[src/include/stfm_consts.svh]
// timing and width constants of the supply and thermal fault manager
`ifndef STFM_CONSTS_SVH
`define STFM_CONSTS_SVH

`define STFM_CHANNELS          5
`define STFM_CLK_MHZ           125
// filter times in ns
`define STFM_OT_FILTER_NS      5000
`define STFM_UV_FILTER_NS      3500
`define STFM_OV_FILTER_NS      3500
`define STFM_CP_FILTER_NS      4000
// least times round up to whole cycles
`define STFM_NS_TO_CYC(ns)     (((ns) * `STFM_CLK_MHZ + 999) / 1000)
`define STFM_OT_FILTER_CYC     `STFM_NS_TO_CYC(`STFM_OT_FILTER_NS)
`define STFM_UV_FILTER_CYC     `STFM_NS_TO_CYC(`STFM_UV_FILTER_NS)
`define STFM_OV_FILTER_CYC     `STFM_NS_TO_CYC(`STFM_OV_FILTER_NS)
`define STFM_CP_FILTER_CYC     `STFM_NS_TO_CYC(`STFM_CP_FILTER_NS)
// fail mode auto restart interval in ms
`define STFM_AUTO_RESTART_MS   64
`define STFM_AUTO_RESTART_CYC  (`STFM_AUTO_RESTART_MS * `STFM_CLK_MHZ * 1000)
`define STFM_FILT_W            10
`define STFM_AR_W              23
// filter slot numbers beyond the five channels
`define STFM_SLOT_UV           5
`define STFM_SLOT_OV           6
`define STFM_SLOT_CP           7
`define STFM_SLOTS             8

`endif

[src/include/stfm_pkg.sv]
// types of the supply and thermal fault manager
package stfm_pkg;

   // auto restart sequencer, gray coded along idle-wait-fire
   typedef enum logic [1:0] {
      STFM_AR_IDLE = 2'h0,
      STFM_AR_WAIT = 2'h1,
      STFM_AR_FIRE = 2'h3
   } stfm_ar_t;

endpackage : stfm_pkg

[src/include/stfm_flt_if.sv]
// link between the fault manager and one deglitch filter
`timescale 1ns/1ps
`default_nettype none

interface stfm_flt_if;
   logic raw;   // synchronised raw condition
   logic hit;   // condition held for the full filter time

   modport filt (input raw, output hit);
   modport user (output raw, input hit);
endinterface : stfm_flt_if

`default_nettype wire

[src/logic/stfm_fault_mgr.sv]
// supply and thermal fault supervision for five high-side channels
// What this block does
// - persistent overtemperature switches that channel off
// - overtemperature sets channel status only
// - normal mode restart needs cool and write
// - overtemperature status holds until cool and read
// - fail mode overtemperature restart needs mode transition
// - persistent undervoltage switches all outputs off
// - undervoltage sets summary and battery low
// - normal mode undervoltage restart needs write
// - battery low holds until cleared and read
// - fail mode undervoltage restarts automatically
// - auto restart interval about sixty-four ms
// - overvoltage sets flags, outputs keep running
// - battery high holds until cleared and read
// - outputs off until pump settles, commands held
// - pump out of range switches outputs off
// - pump failure sets summary and quick flag
// - held command runs with fresh inrush windows
// - pump flag holds until valid and read
`timescale 1ns/1ps
`default_nettype none
`include "stfm_consts.svh"

module stfm_fault_mgr #(
   parameter int AUTO_RESTART_CYC = `STFM_AUTO_RESTART_CYC
) (
   input  wire logic       CLK,
   input  wire logic       RST,
   input  wire logic [4:0] OT_RAW,
   input  wire logic       UV_RAW,
   input  wire logic       OV_RAW,
   input  wire logic       CP_BAD_RAW,
   input  wire logic       FAIL_MODE,
   input  wire logic       MODE_TRANS,
   input  wire logic       ON_WR,
   input  wire logic [4:0] ON_DATA,
   input  wire logic       RD_QUICK,
   input  wire logic [4:0] RD_CHAN,
   input  wire logic       RD_DEV,
   output logic      [4:0] OUT_EN,
   output logic      [4:0] OVERTEMP_SHUTDOWN,
   output logic            BATTERY_LOW_FLAG,
   output logic            BATTERY_HIGH_FLAG,
   output logic            PUMP_FAIL_FLAG,
   output logic            DEVICE_FAULT_SUMMARY,
   output logic      [4:0] INRUSH_CURRENT_WINDOW_RESTART
);
   localparam logic [`STFM_AR_W-1:0] AR_LAST =
      `STFM_AR_W'(AUTO_RESTART_CYC - 1);

   // sticky flag update, set wins over clear
   function automatic logic flag_upd(input logic flag,
                                     input logic set,
                                     input logic clr);
      flag_upd = set | (flag & ~clr);
   endfunction : flag_upd

   logic [7:0]              raw_m_r;
   logic [7:0]              raw_s_r;
   logic [4:0]              ot_s;
   logic                    uv_s;
   logic                    ov_s;
   logic                    cp_s;
   logic [4:0]              ot_q;
   logic                    uv_q;
   logic                    ov_q;
   logic                    cp_q;
   logic [4:0]              cmd_on_r;
   logic [4:0]              ots_lock_r;
   logic [4:0]              uv_lock_r;
   logic                    cp_off_r;
   logic                    pump_settled_r;
   logic                    pump_ok;
   logic [4:0]              out_en_nxt;
   logic [4:0]              out_en_r;
   logic [4:0]              inrush_r;
   logic [4:0]              ots_flag_r;
   logic                    low_r;
   logic                    high_r;
   logic                    pump_r;
   logic                    summary_r;
   stfm_pkg::stfm_ar_t      ar_st_r;
   logic [`STFM_AR_W-1:0]   ar_cnt_r;
   logic                    ar_fire;

   // two-stage synchroniser for the analog comparator levels
   // pump level starts bad, so power-up waits for a real good level
   always_ff @(posedge CLK)
   begin
      if (RST)
      begin
         raw_m_r <= 8'h80;
         raw_s_r <= 8'h80;
      end
      else
      begin
         raw_m_r <= {CP_BAD_RAW, OV_RAW, UV_RAW, OT_RAW};
         raw_s_r <= raw_m_r;
      end
   end

   assign ot_s = raw_s_r[4:0];
   assign uv_s = raw_s_r[`STFM_SLOT_UV];
   assign ov_s = raw_s_r[`STFM_SLOT_OV];
   assign cp_s = raw_s_r[`STFM_SLOT_CP];

   // one deglitch filter per fault condition
   stfm_flt_if flt_if [`STFM_SLOTS] ();

   genvar g;
   generate
      for (g = 0; g < `STFM_SLOTS; g++)
      begin : g_filt
         localparam int FCYC =
            (g < `STFM_CHANNELS)   ? `STFM_OT_FILTER_CYC :
            (g == `STFM_SLOT_UV)   ? `STFM_UV_FILTER_CYC :
            (g == `STFM_SLOT_OV)   ? `STFM_OV_FILTER_CYC :
                                     `STFM_CP_FILTER_CYC;
         assign flt_if[g].raw = raw_s_r[g];
         stfm_deglitch #(
            .CYC (`STFM_FILT_W'(FCYC))
         ) u_filt (
            .clk (CLK),
            .rst (RST),
            .f   (flt_if[g])
         );
         if (g < `STFM_CHANNELS)
         begin : g_ot
            assign ot_q[g] = flt_if[g].hit;
         end
      end
   endgenerate

   assign uv_q = flt_if[`STFM_SLOT_UV].hit;
   assign ov_q = flt_if[`STFM_SLOT_OV].hit;
   assign cp_q = flt_if[`STFM_SLOT_CP].hit;

   // commanded on state, kept while outputs are blocked
   always_ff @(posedge CLK)
   begin
      if (RST)
         cmd_on_r <= 5'h00;
      else if (ON_WR)
         cmd_on_r <= ON_DATA;
   end

   // per channel overtemperature lockout
   always_ff @(posedge CLK)
   begin
      if (RST)
         ots_lock_r <= 5'h00;
      else
         for (int i = 0; i < `STFM_CHANNELS; i++)
            ots_lock_r[i] <= flag_upd(ots_lock_r[i], ot_q[i],
               ~ot_s[i] & (FAIL_MODE ? MODE_TRANS
                                     : ON_WR & ON_DATA[i]));
   end

   // undervoltage lockout, write restart or auto restart
   always_ff @(posedge CLK)
   begin
      if (RST)
         uv_lock_r <= 5'h00;
      else
         for (int i = 0; i < `STFM_CHANNELS; i++)
            uv_lock_r[i] <= flag_upd(uv_lock_r[i], uv_q,
               FAIL_MODE ? ar_fire
                         : ON_WR & ON_DATA[i] & ~uv_s);
   end

   // pump state: settled once after reset, off while failed
   always_ff @(posedge CLK)
   begin
      if (RST)
      begin
         pump_settled_r <= 1'b0;
         cp_off_r       <= 1'b0;
      end
      else
      begin
         if (!cp_s)
            pump_settled_r <= 1'b1;
         cp_off_r <= flag_upd(cp_off_r, cp_q, ~cp_s);
      end
   end

   assign pump_ok = pump_settled_r & ~cp_off_r & ~cp_q;

   // fault gated output enables, cut in the cycle after qualification
   assign out_en_nxt = cmd_on_r & ~ots_lock_r & ~ot_q
                     & ~uv_lock_r & {5{~uv_q}}
                     & {5{pump_ok}};

   always_ff @(posedge CLK)
   begin
      if (RST)
      begin
         out_en_r <= 5'h00;
         inrush_r <= 5'h00;
      end
      else
      begin
         out_en_r <= out_en_nxt;
         inrush_r <= out_en_nxt & ~out_en_r;
      end
   end

   // per channel overtemperature status
   always_ff @(posedge CLK)
   begin
      if (RST)
         ots_flag_r <= 5'h00;
      else
         for (int i = 0; i < `STFM_CHANNELS; i++)
            ots_flag_r[i] <= flag_upd(ots_flag_r[i], ot_q[i],
                                      RD_CHAN[i] & ~ot_s[i]);
   end

   // device level sticky flags
   always_ff @(posedge CLK)
   begin
      if (RST)
      begin
         low_r     <= 1'b0;
         high_r    <= 1'b0;
         pump_r    <= 1'b0;
         summary_r <= 1'b0;
      end
      else
      begin
         low_r     <= flag_upd(low_r, uv_q, RD_DEV & ~uv_s);
         high_r    <= flag_upd(high_r, ov_q, RD_DEV & ~ov_s);
         pump_r    <= flag_upd(pump_r, cp_q, RD_QUICK & ~cp_s);
         summary_r <= low_r | high_r | pump_r;
      end
   end

   // fail mode auto restart sequencer
   always_ff @(posedge CLK)
   begin
      if (RST)
      begin
         ar_st_r  <= stfm_pkg::STFM_AR_IDLE;
         ar_cnt_r <= '0;
      end
      else
      begin
         unique case (ar_st_r)
            stfm_pkg::STFM_AR_IDLE:
            begin
               ar_cnt_r <= '0;
               if (FAIL_MODE && (|uv_lock_r))
                  ar_st_r <= stfm_pkg::STFM_AR_WAIT;
            end
            stfm_pkg::STFM_AR_WAIT:
            begin
               if (!FAIL_MODE)
                  ar_st_r <= stfm_pkg::STFM_AR_IDLE;
               else if (ar_cnt_r == AR_LAST)
               begin
                  ar_cnt_r <= '0;
                  if (!uv_s && !uv_q)
                     ar_st_r <= stfm_pkg::STFM_AR_FIRE;
               end
               else
                  ar_cnt_r <= ar_cnt_r + 23'h000001;
            end
            stfm_pkg::STFM_AR_FIRE:
               ar_st_r <= stfm_pkg::STFM_AR_IDLE;
            default:
               ar_st_r <= stfm_pkg::STFM_AR_IDLE;
         endcase
      end
   end

   assign ar_fire = (ar_st_r == stfm_pkg::STFM_AR_FIRE);

   // outputs straight from flip-flops
   assign OUT_EN                        = out_en_r;
   assign OVERTEMP_SHUTDOWN             = ots_flag_r;
   assign BATTERY_LOW_FLAG              = low_r;
   assign BATTERY_HIGH_FLAG             = high_r;
   assign PUMP_FAIL_FLAG                = pump_r;
   assign DEVICE_FAULT_SUMMARY          = summary_r;
   assign INRUSH_CURRENT_WINDOW_RESTART = inrush_r;
endmodule : stfm_fault_mgr

`default_nettype wire

[src/logic/stfm_deglitch.sv]
// deglitch filter for one fault condition
`timescale 1ns/1ps
`default_nettype none
`include "stfm_consts.svh"

module stfm_deglitch #(
   parameter logic [`STFM_FILT_W-1:0] CYC = 10'h001
) (
   input  wire logic clk,
   input  wire logic rst,
   stfm_flt_if.filt  f
);
   logic [`STFM_FILT_W-1:0] cnt_r;

   // run while raw holds, back to zero on any drop
   always_ff @(posedge clk)
   begin
      if (rst || !f.raw)
         cnt_r <= '0;
      else if (cnt_r != CYC)
         cnt_r <= cnt_r + 10'h001;
   end

   // qualified level while raw stays after the full count
   assign f.hit = f.raw && (cnt_r == CYC);
endmodule : stfm_deglitch

`default_nettype wire

[config.mk]
export PLATFORM = sky130hd
export DESIGN_NAME = stfm_fault_mgr
export DESIGN_NICKNAME = d
export VERILOG_FILES = /design/src/include/stfm_pkg.sv /design/src/include/stfm_flt_if.sv /design/src/logic/stfm_fault_mgr.sv /design/src/logic/stfm_deglitch.sv
export VERILOG_INCLUDE_DIRS = /design/src /design/src/include
export SDC_FILE = /design/constraint.sdc
export NUM_CORES = 1
export LEC_CHECK = 0
export ABC_AREA = 1
export BUFFER_PORTS_ARGS = -buffer_cell sky130_fd_sc_hd__buf_2
export CAP_MARGIN = 20
export CORE_MARGIN = 8
export CORE_UTILIZATION = 25
export CTS_BUF_LIST = sky130_fd_sc_hd__clkbuf_16
export CTS_CLUSTER_DIAMETER = 200
export DETAILED_ROUTE_END_ITERATION = 10
export PLACE_DENSITY_LB_ADDON = 0.08
export SLEW_MARGIN = 10
export SYNTH_ARGS = -nofsm -noshare
export SYNTH_HDL_FRONTEND = slang
export SYNTH_SLANG_ARGS = --single-unit
[constraint.sdc]
create_clock -name CLK -period 2.2 [get_ports CLK]
set_input_delay 0.55 -clock CLK [delete_from_list [all_inputs] [get_ports CLK]]
set_output_delay 0.55 -clock CLK [all_outputs]
set_load 0.02 [all_outputs]
==> Yosys cells after proc, flatten, opt, wreduce, memory -nomap -nowiden <==
Cells that the tools add are included.
{ "op_classes": {"addsub": 9, "bitwise_logic": 104, "muxes": 18, "n_reduce_logical": 32, "n_eq_ne": 23} }
{ "op_table": {"columns": ["operator", "n"], "rows": [
  ["$add A10 B1 Y10 const B", 8],
  ["$eq A10 B10 Y1 const B", 5],
  ["$ne A10 B10 Y1 const B", 5],
  ["$mux W23", 2],
  ["$pmux W23 S2", 1],
  ["$and A1 B1 Y1", 44],
  ["$and A5 B5 Y5", 6],
  ["$eq A10 B9 Y1 const B", 3],
  ["$ne A10 B9 Y1 const B", 3],
  ["$not A1 Y1", 29],
  ["$add A23 B1 Y23 const B", 1],
  ["$eq A23 B23 Y1 const B", 1],
  ["$or A1 B1 Y1", 21],
  ["$not A5 Y5", 4],
  ["$logic_and A1 B1 Y1", 10],
  ["$mux W1", 10],
  ["$logic_not A1 Y1", 9],
  ["$logic_or A1 B1 Y1", 8],
  ["$mux W2", 4],
  ["$ne A3 B3 Y1 const B", 2],
  ["$reduce_or A5 Y1", 1],
  ["$ne A2 B2 Y1 const B", 2],
  ["$pmux W2 S2", 1],
  ["$reduce_and A3 Y1", 1],
  ["5 further kinds", 5]
]} }
{ "word_totals": {"output_inout_bits": 19, "register_bits": 157, "wordCells": 210} }

==> Longest topological paths before layout <==
{ "depth": {"depth_word": 8, "depth_mapped": 10, "depth_no_buf": 9} }

==> By module <==
From an unflattened synthesis, not the netlist that was laid out.
{ "hier_totals": {"cells_unflattened": 1053, "hier_area_um2": 7572.3} }
{ "by_module_without_submodules": {"columns": ["mod", "seq_area_each_um2", "instances", "cells_per_inst", "area_each_um2"], "rows": [
  ["stfm_fault_mgr", 1541.5, 1, 448, 3295.7],
  ["stfm_deglitch at g_filt[0].u_filt ...", 200.2, 5, 75, 536.8],
  ["stfm_deglitch at g_filt[5].u_filt ...", 200.2, 2, 79, 540.5],
  ["stfm_deglitch at g_filt[7].u_filt", 200.2, 1, 72, 511.7]
]} }

==> Worst setup path before layout <==
Ideal clock, no wire load.
{ "synth_timing": {"kind": "input-to-reg", "from": "in FAIL_MODE", "to": "reg ar_cnt_r[9]", "required_ns": 2.072, "path_buffers": 2, "path_slack_ns": 0.632, "arrival_time_ns": 1.440, "path_stages": 9, "setup_ns": 0.128, "path_cell_list": "buf_4 > inv_2 > or2_4 > nand2_2 > inv_2 > buf_2 > nand2_1 > o21a_1 > nor2_1"} }
{ "synth_via": {"elab_chain_len": 2} }
{ "synth_lines": {"columns": ["element", "line_no", "source"], "rows": [
  ["from (decl)", "stfm_fault_mgr.sv:34", "input wire logic FAIL_MODE,"],
  ["$ne A2 B2 Y1 (no source line)", null, null],
  ["$reduce_and A2 Y1 (no source line)", null, null],
  ["to (signal assigned)", "stfm_fault_mgr.sv:267", "ar_cnt_r <= ar_cnt_r + 23'h000001;"],
  ["to (decl)", "stfm_fault_mgr.sv:84", "logic [`STFM_AR_W-1:0] ar_cnt_r;"]
]} }
No other way between the ends.
A chain may end at the register's enable or synchronous reset.

==> Final worst setup path <==
{ "layout_timing": {"from": "reg ar_cnt_r[0]", "to": "reg ar_cnt_r[16]"} }
{ "layout_via": {"elab_chain_len": 4, "elab_cells_between_ends": 5, "cone_classes": "1 x add/sub; 1 x eq/ne; 3 x mux"} }
{ "layout_lines": {"columns": ["element", "line_no", "source"], "rows": [
  ["$add A23 B1 Y23 or $eq A23 B23 Y1 (tied branches)", "stfm_fault_mgr.sv:267, stfm_fault_mgr.sv:260", null],
  ["$mux W23 (*)", "stfm_fault_mgr.sv:260", "else if (ar_cnt_r == AR_LAST)"],
  ["$mux W23 (*)", "stfm_fault_mgr.sv:258", "if (!FAIL_MODE)"],
  ["$pmux W23 S2 (*)", "stfm_fault_mgr.sv:249", "unique case (ar_st_r)"]
]} }
Every way passes the cells marked *; elsewhere a longest branch is shown, timed or not. The select of a mux whose other input is x is not followed.

==> results.txt <==
----------------------------------------------------
[Route]
  Routed wire length ... ~17000 um
  Via count normalized by instance count ... 4.34
  Remaining routing DRC violations ... 0
  First-pass detailed-route iteration total ... 5
  Post-detailed-route wirelength per cell ... 12.7 um
  Detailed-route via count ... ~5700
  Starting DRT DRC Count ... between 300 and 400
  Antenna-violating nets left ... 0

[Final layout]
  Utilization of the core after routing ... 0.299
  Area Growth Syn to Fin ... 17.1%
  Post-layout instance count excluding filler cells ... 1323
  Number of nets in the final layout ... roughly 1000
  Post-route design area ... ~0.008 mm^2
  Ratio of cells with drive above 1 in the final layout ... 0.119
  Ant diodes ... 0

[Die]
  Initial core utilization ... 0.255
  X dimension of the die ... about 180 um
  Cell row count ... 60
  Die Y-Extent ... between 150 and 200 um
  I/O pins ... 44
  Die Footprint ... between 0.03 and 0.04 mm^2
  Area of the core ... between 0.02 and 0.03 mm^2

[CTS]
  CTS tree ... done
  Clock-pin slew reported for the worst setup and hold paths after clock tree synthesis ... about 0.06 ns
  Postcts setup bufs ... 0
  Post-CTS Hold Fix Bufs ... 0
  Clock tree sinks ... 157
  Post-CTS Resized ... 0
  Clock Path Buffers ... 2
  Clk Latency, worst-skew pair ... approximately 0.42 ns
  Count of H-tree levels built during CTS ... 4
  Root cell of the clock tree ... clkbuf_16
  Total CTS buffers ... 17

[Timing]
  Worst relative slew slack ... 0.663
  Hold Fails Final Rpt ... 0
  Upper clock frequency limit ... ~580 MHz
  Worst hold margin ... around 0.33 ns
  Final critical-path share of the clock period ... 0.783
  Number of setup violations in the final report ... 0
  Clock period minus final worst setup slack ... 1.72 ns
  Largest clock skew in the final design ... about 0.011 ns
  Setup TNS ... 0 ns
  Unrepaired setup endpoints after global routing ... no
  Max-slew violation count ... 0
  Transition time of the tightest slew-check pin ... approximately 0.50 ns

[Power]
  Worst vdd ir ... approximately 520 uV
  Power Dens Cells ... 719 mW/mm^2
  Leak pwr ... around 2.9 nW

[Logic synthesis]
  Mapped cell area ... between 0.006 and 0.007 mm^2
  Proportion of netlist area held by the largest area contributor ... 0.456
  Avg Inst Size Synth ... between 7 and 8 um^2
  Cells after synthesis ... between 900 and 1000
  FF+latch count, synth ... roughly 160
  Number of unique standard cell types used by synthesis ... 37
  Sequential area share after synthesis ... 0.456
  Synth area leaders ... dfxtp_1 (46%), nand2_1 (7.9%), nor2_1 (6.7%), a21oi_1 (6.5%), inv_1 (6.4%)
  Dominant cell type by area after synthesis ... dfxtp_1
  Synthesized Nets ... roughly 960
  Yosys warnings ... 0

[Global routing]
  Sum of overflow across all layers after global routing ... 0
  Antenna violations before repair ... 0
  GRT Overall Usage ... 0.106
  Pin count of the biggest net entering global routing ... 42
  Wire length of the first global-routing pass ... 28600 um
  Number of global-route vias before repair ... 5572

[Run]
  Max-Cap Viols ... 0

[Setup path]
  Required time reported for the critical path endpoint ... about 2.5 ns
  Startpoint type of the worst setup path ... register
  Sequence of cells on the critical path ... ha_1, nand3_1, nor2_2, nand3_1, inv_1, nand3_1, nand3_2, a21oi_2
  CP max FO ... 6
  Max stage delay cell, worst path ... dfxtp_1
  Type of the setup path with the least slack ... reg2reg
  Slowest stage delay, CP ... between 0.3 and 0.4 ns
  Arrival time reported for the critical path endpoint ... around 2.0 ns
  Setup crit end kind ... register
  Dominant cell type by count on the critical path ... nand3_1

[Placed design]
  HPWL after DPL ... between 10000 and 15000 um
  Count of port buffers added during placement ... between 40 and 50
  Placement Cell Area ... about 0.0075 mm^2
  Cells after DPL ... 1291
  Routability congestion estimate ... 0.744

[Status]
  Status ... finished clean

[Hold path]
  Worst hold path class ... in2reg

----------------------------------------------------
## state kept, by name, indices dropped and copies added, names as in the netlist, 5 cells and up
name and count:
ar_cnt_r 23, OUT_EN 5, OVERTEMP_SHUTDOWN 5, uv_lock_r 5, g_filt.u_filt.cnt_r 80, raw_s_r 8
raw_m_r 8, ots_lock_r 5, cmd_on_r 5, INRUSH_CURRENT_WINDOW_RESTART 5
## area by class of cell
class,count,area (um^2)
Fill cell,2955,19000
Inverter,123,464
Clock buffer,17,425
Tap cell,341,427
Sequential cell,157,3140
Clock inverter,15,110
Timing Repair Buffer,49,285
Multi-Input combinational cell,621,3220
## through the flow
stage	setup slack, ns	total power, mW
3_3_place_gp	0.361	3.14
5_1_grt	0.278	6.06
6_report	0.478	5.80
3_5_place_dp	0.302	3.13
4_1_cts	0.477	5.92
2_1_floorplan	0.632	3.05
## path summary, 6_finish.rpt
| path | end | slack, ns | cells past startpoint | start |
|---|---|---|---|---|
| worst min-delay path | raw_m_r[1] | 0.33 | 3 | OT_RAW[1] |
| worst max register to register | ar_cnt_r[16] | 0.48 | 8 | ar_cnt_r[0] |
| worst max-delay path | ar_cnt_r[16] | 0.48 | 8 | ar_cnt_r[0] |
| worst min register to register | raw_s_r[1] | 0.40 | 2 | raw_m_r[1] |
## cell usage after synthesis (all sizes together)
cell type	instances
inv	123
nor3b	6
nor2	126
a31oi	5
dfxtp	157
o21bai	6
o31ai	5
nand3b	3
a21oi	100
nor3	32
nand4	17
buf	8
nand3	61
o21a	4
ha	17
xnor2	6
clkbuf	4
nor4	2
o21ai	45
xor2	15
or2	10
a211oi	8
nand2	151
nor4b	2
## layer usage
metal / GRT usage / wire length [um]
met1: 0.144 / 8930
met5: 0 / 0
met3: 0.0286 / 480
met4: 0.0285 / 133
met2: 0.163 / 7320
## cell usage in the layout (no fill, tap or decap), types with 15 or more instances in the layout
cell type	count
o21ai_0	44
nor2_1	123
nand3_1	51
a21oi_1	90
clkbuf_16	17
ha_1	17
buf_2	43
nor3_1	32
dfxtp_1	157
xor2_1	15
nand2_1	146
inv_1	121
nand4_1	17
## power by group
group          switching (mW)  total, mW  leakage [nW]  internal (mW)
Clock                    1.21       2.74         0.259           1.53
Sequential             0.0225       2.89          1.27           2.87
Combinational           0.110      0.170          1.41         0.0604
## logic make-up after synthesis
kind of cell,after synthesis,share of synthesized area
adder cells (fa/ha/maj),17,0.0308
flip-flops,157,0.456
AO/OA/AOI/OAI,173,0.140
XOR/XNOR,21,0.0267
AND/OR/NAND/NOR,410,0.269
buffers and inverters,135,0.0775
## worst max-delay path, delay by kind of cell, from the launching register on
family,cells,cell delay (ns)
AO/OA/AOI/OAI,1,0.05
adder cells (fa/ha/maj),1,0.25
buffers and inverters,1,0.15
flip-flops,1,0.39
AND/OR/NAND/NOR,5,0.76
No activity file was read; power rests on OpenSTA's default activity.
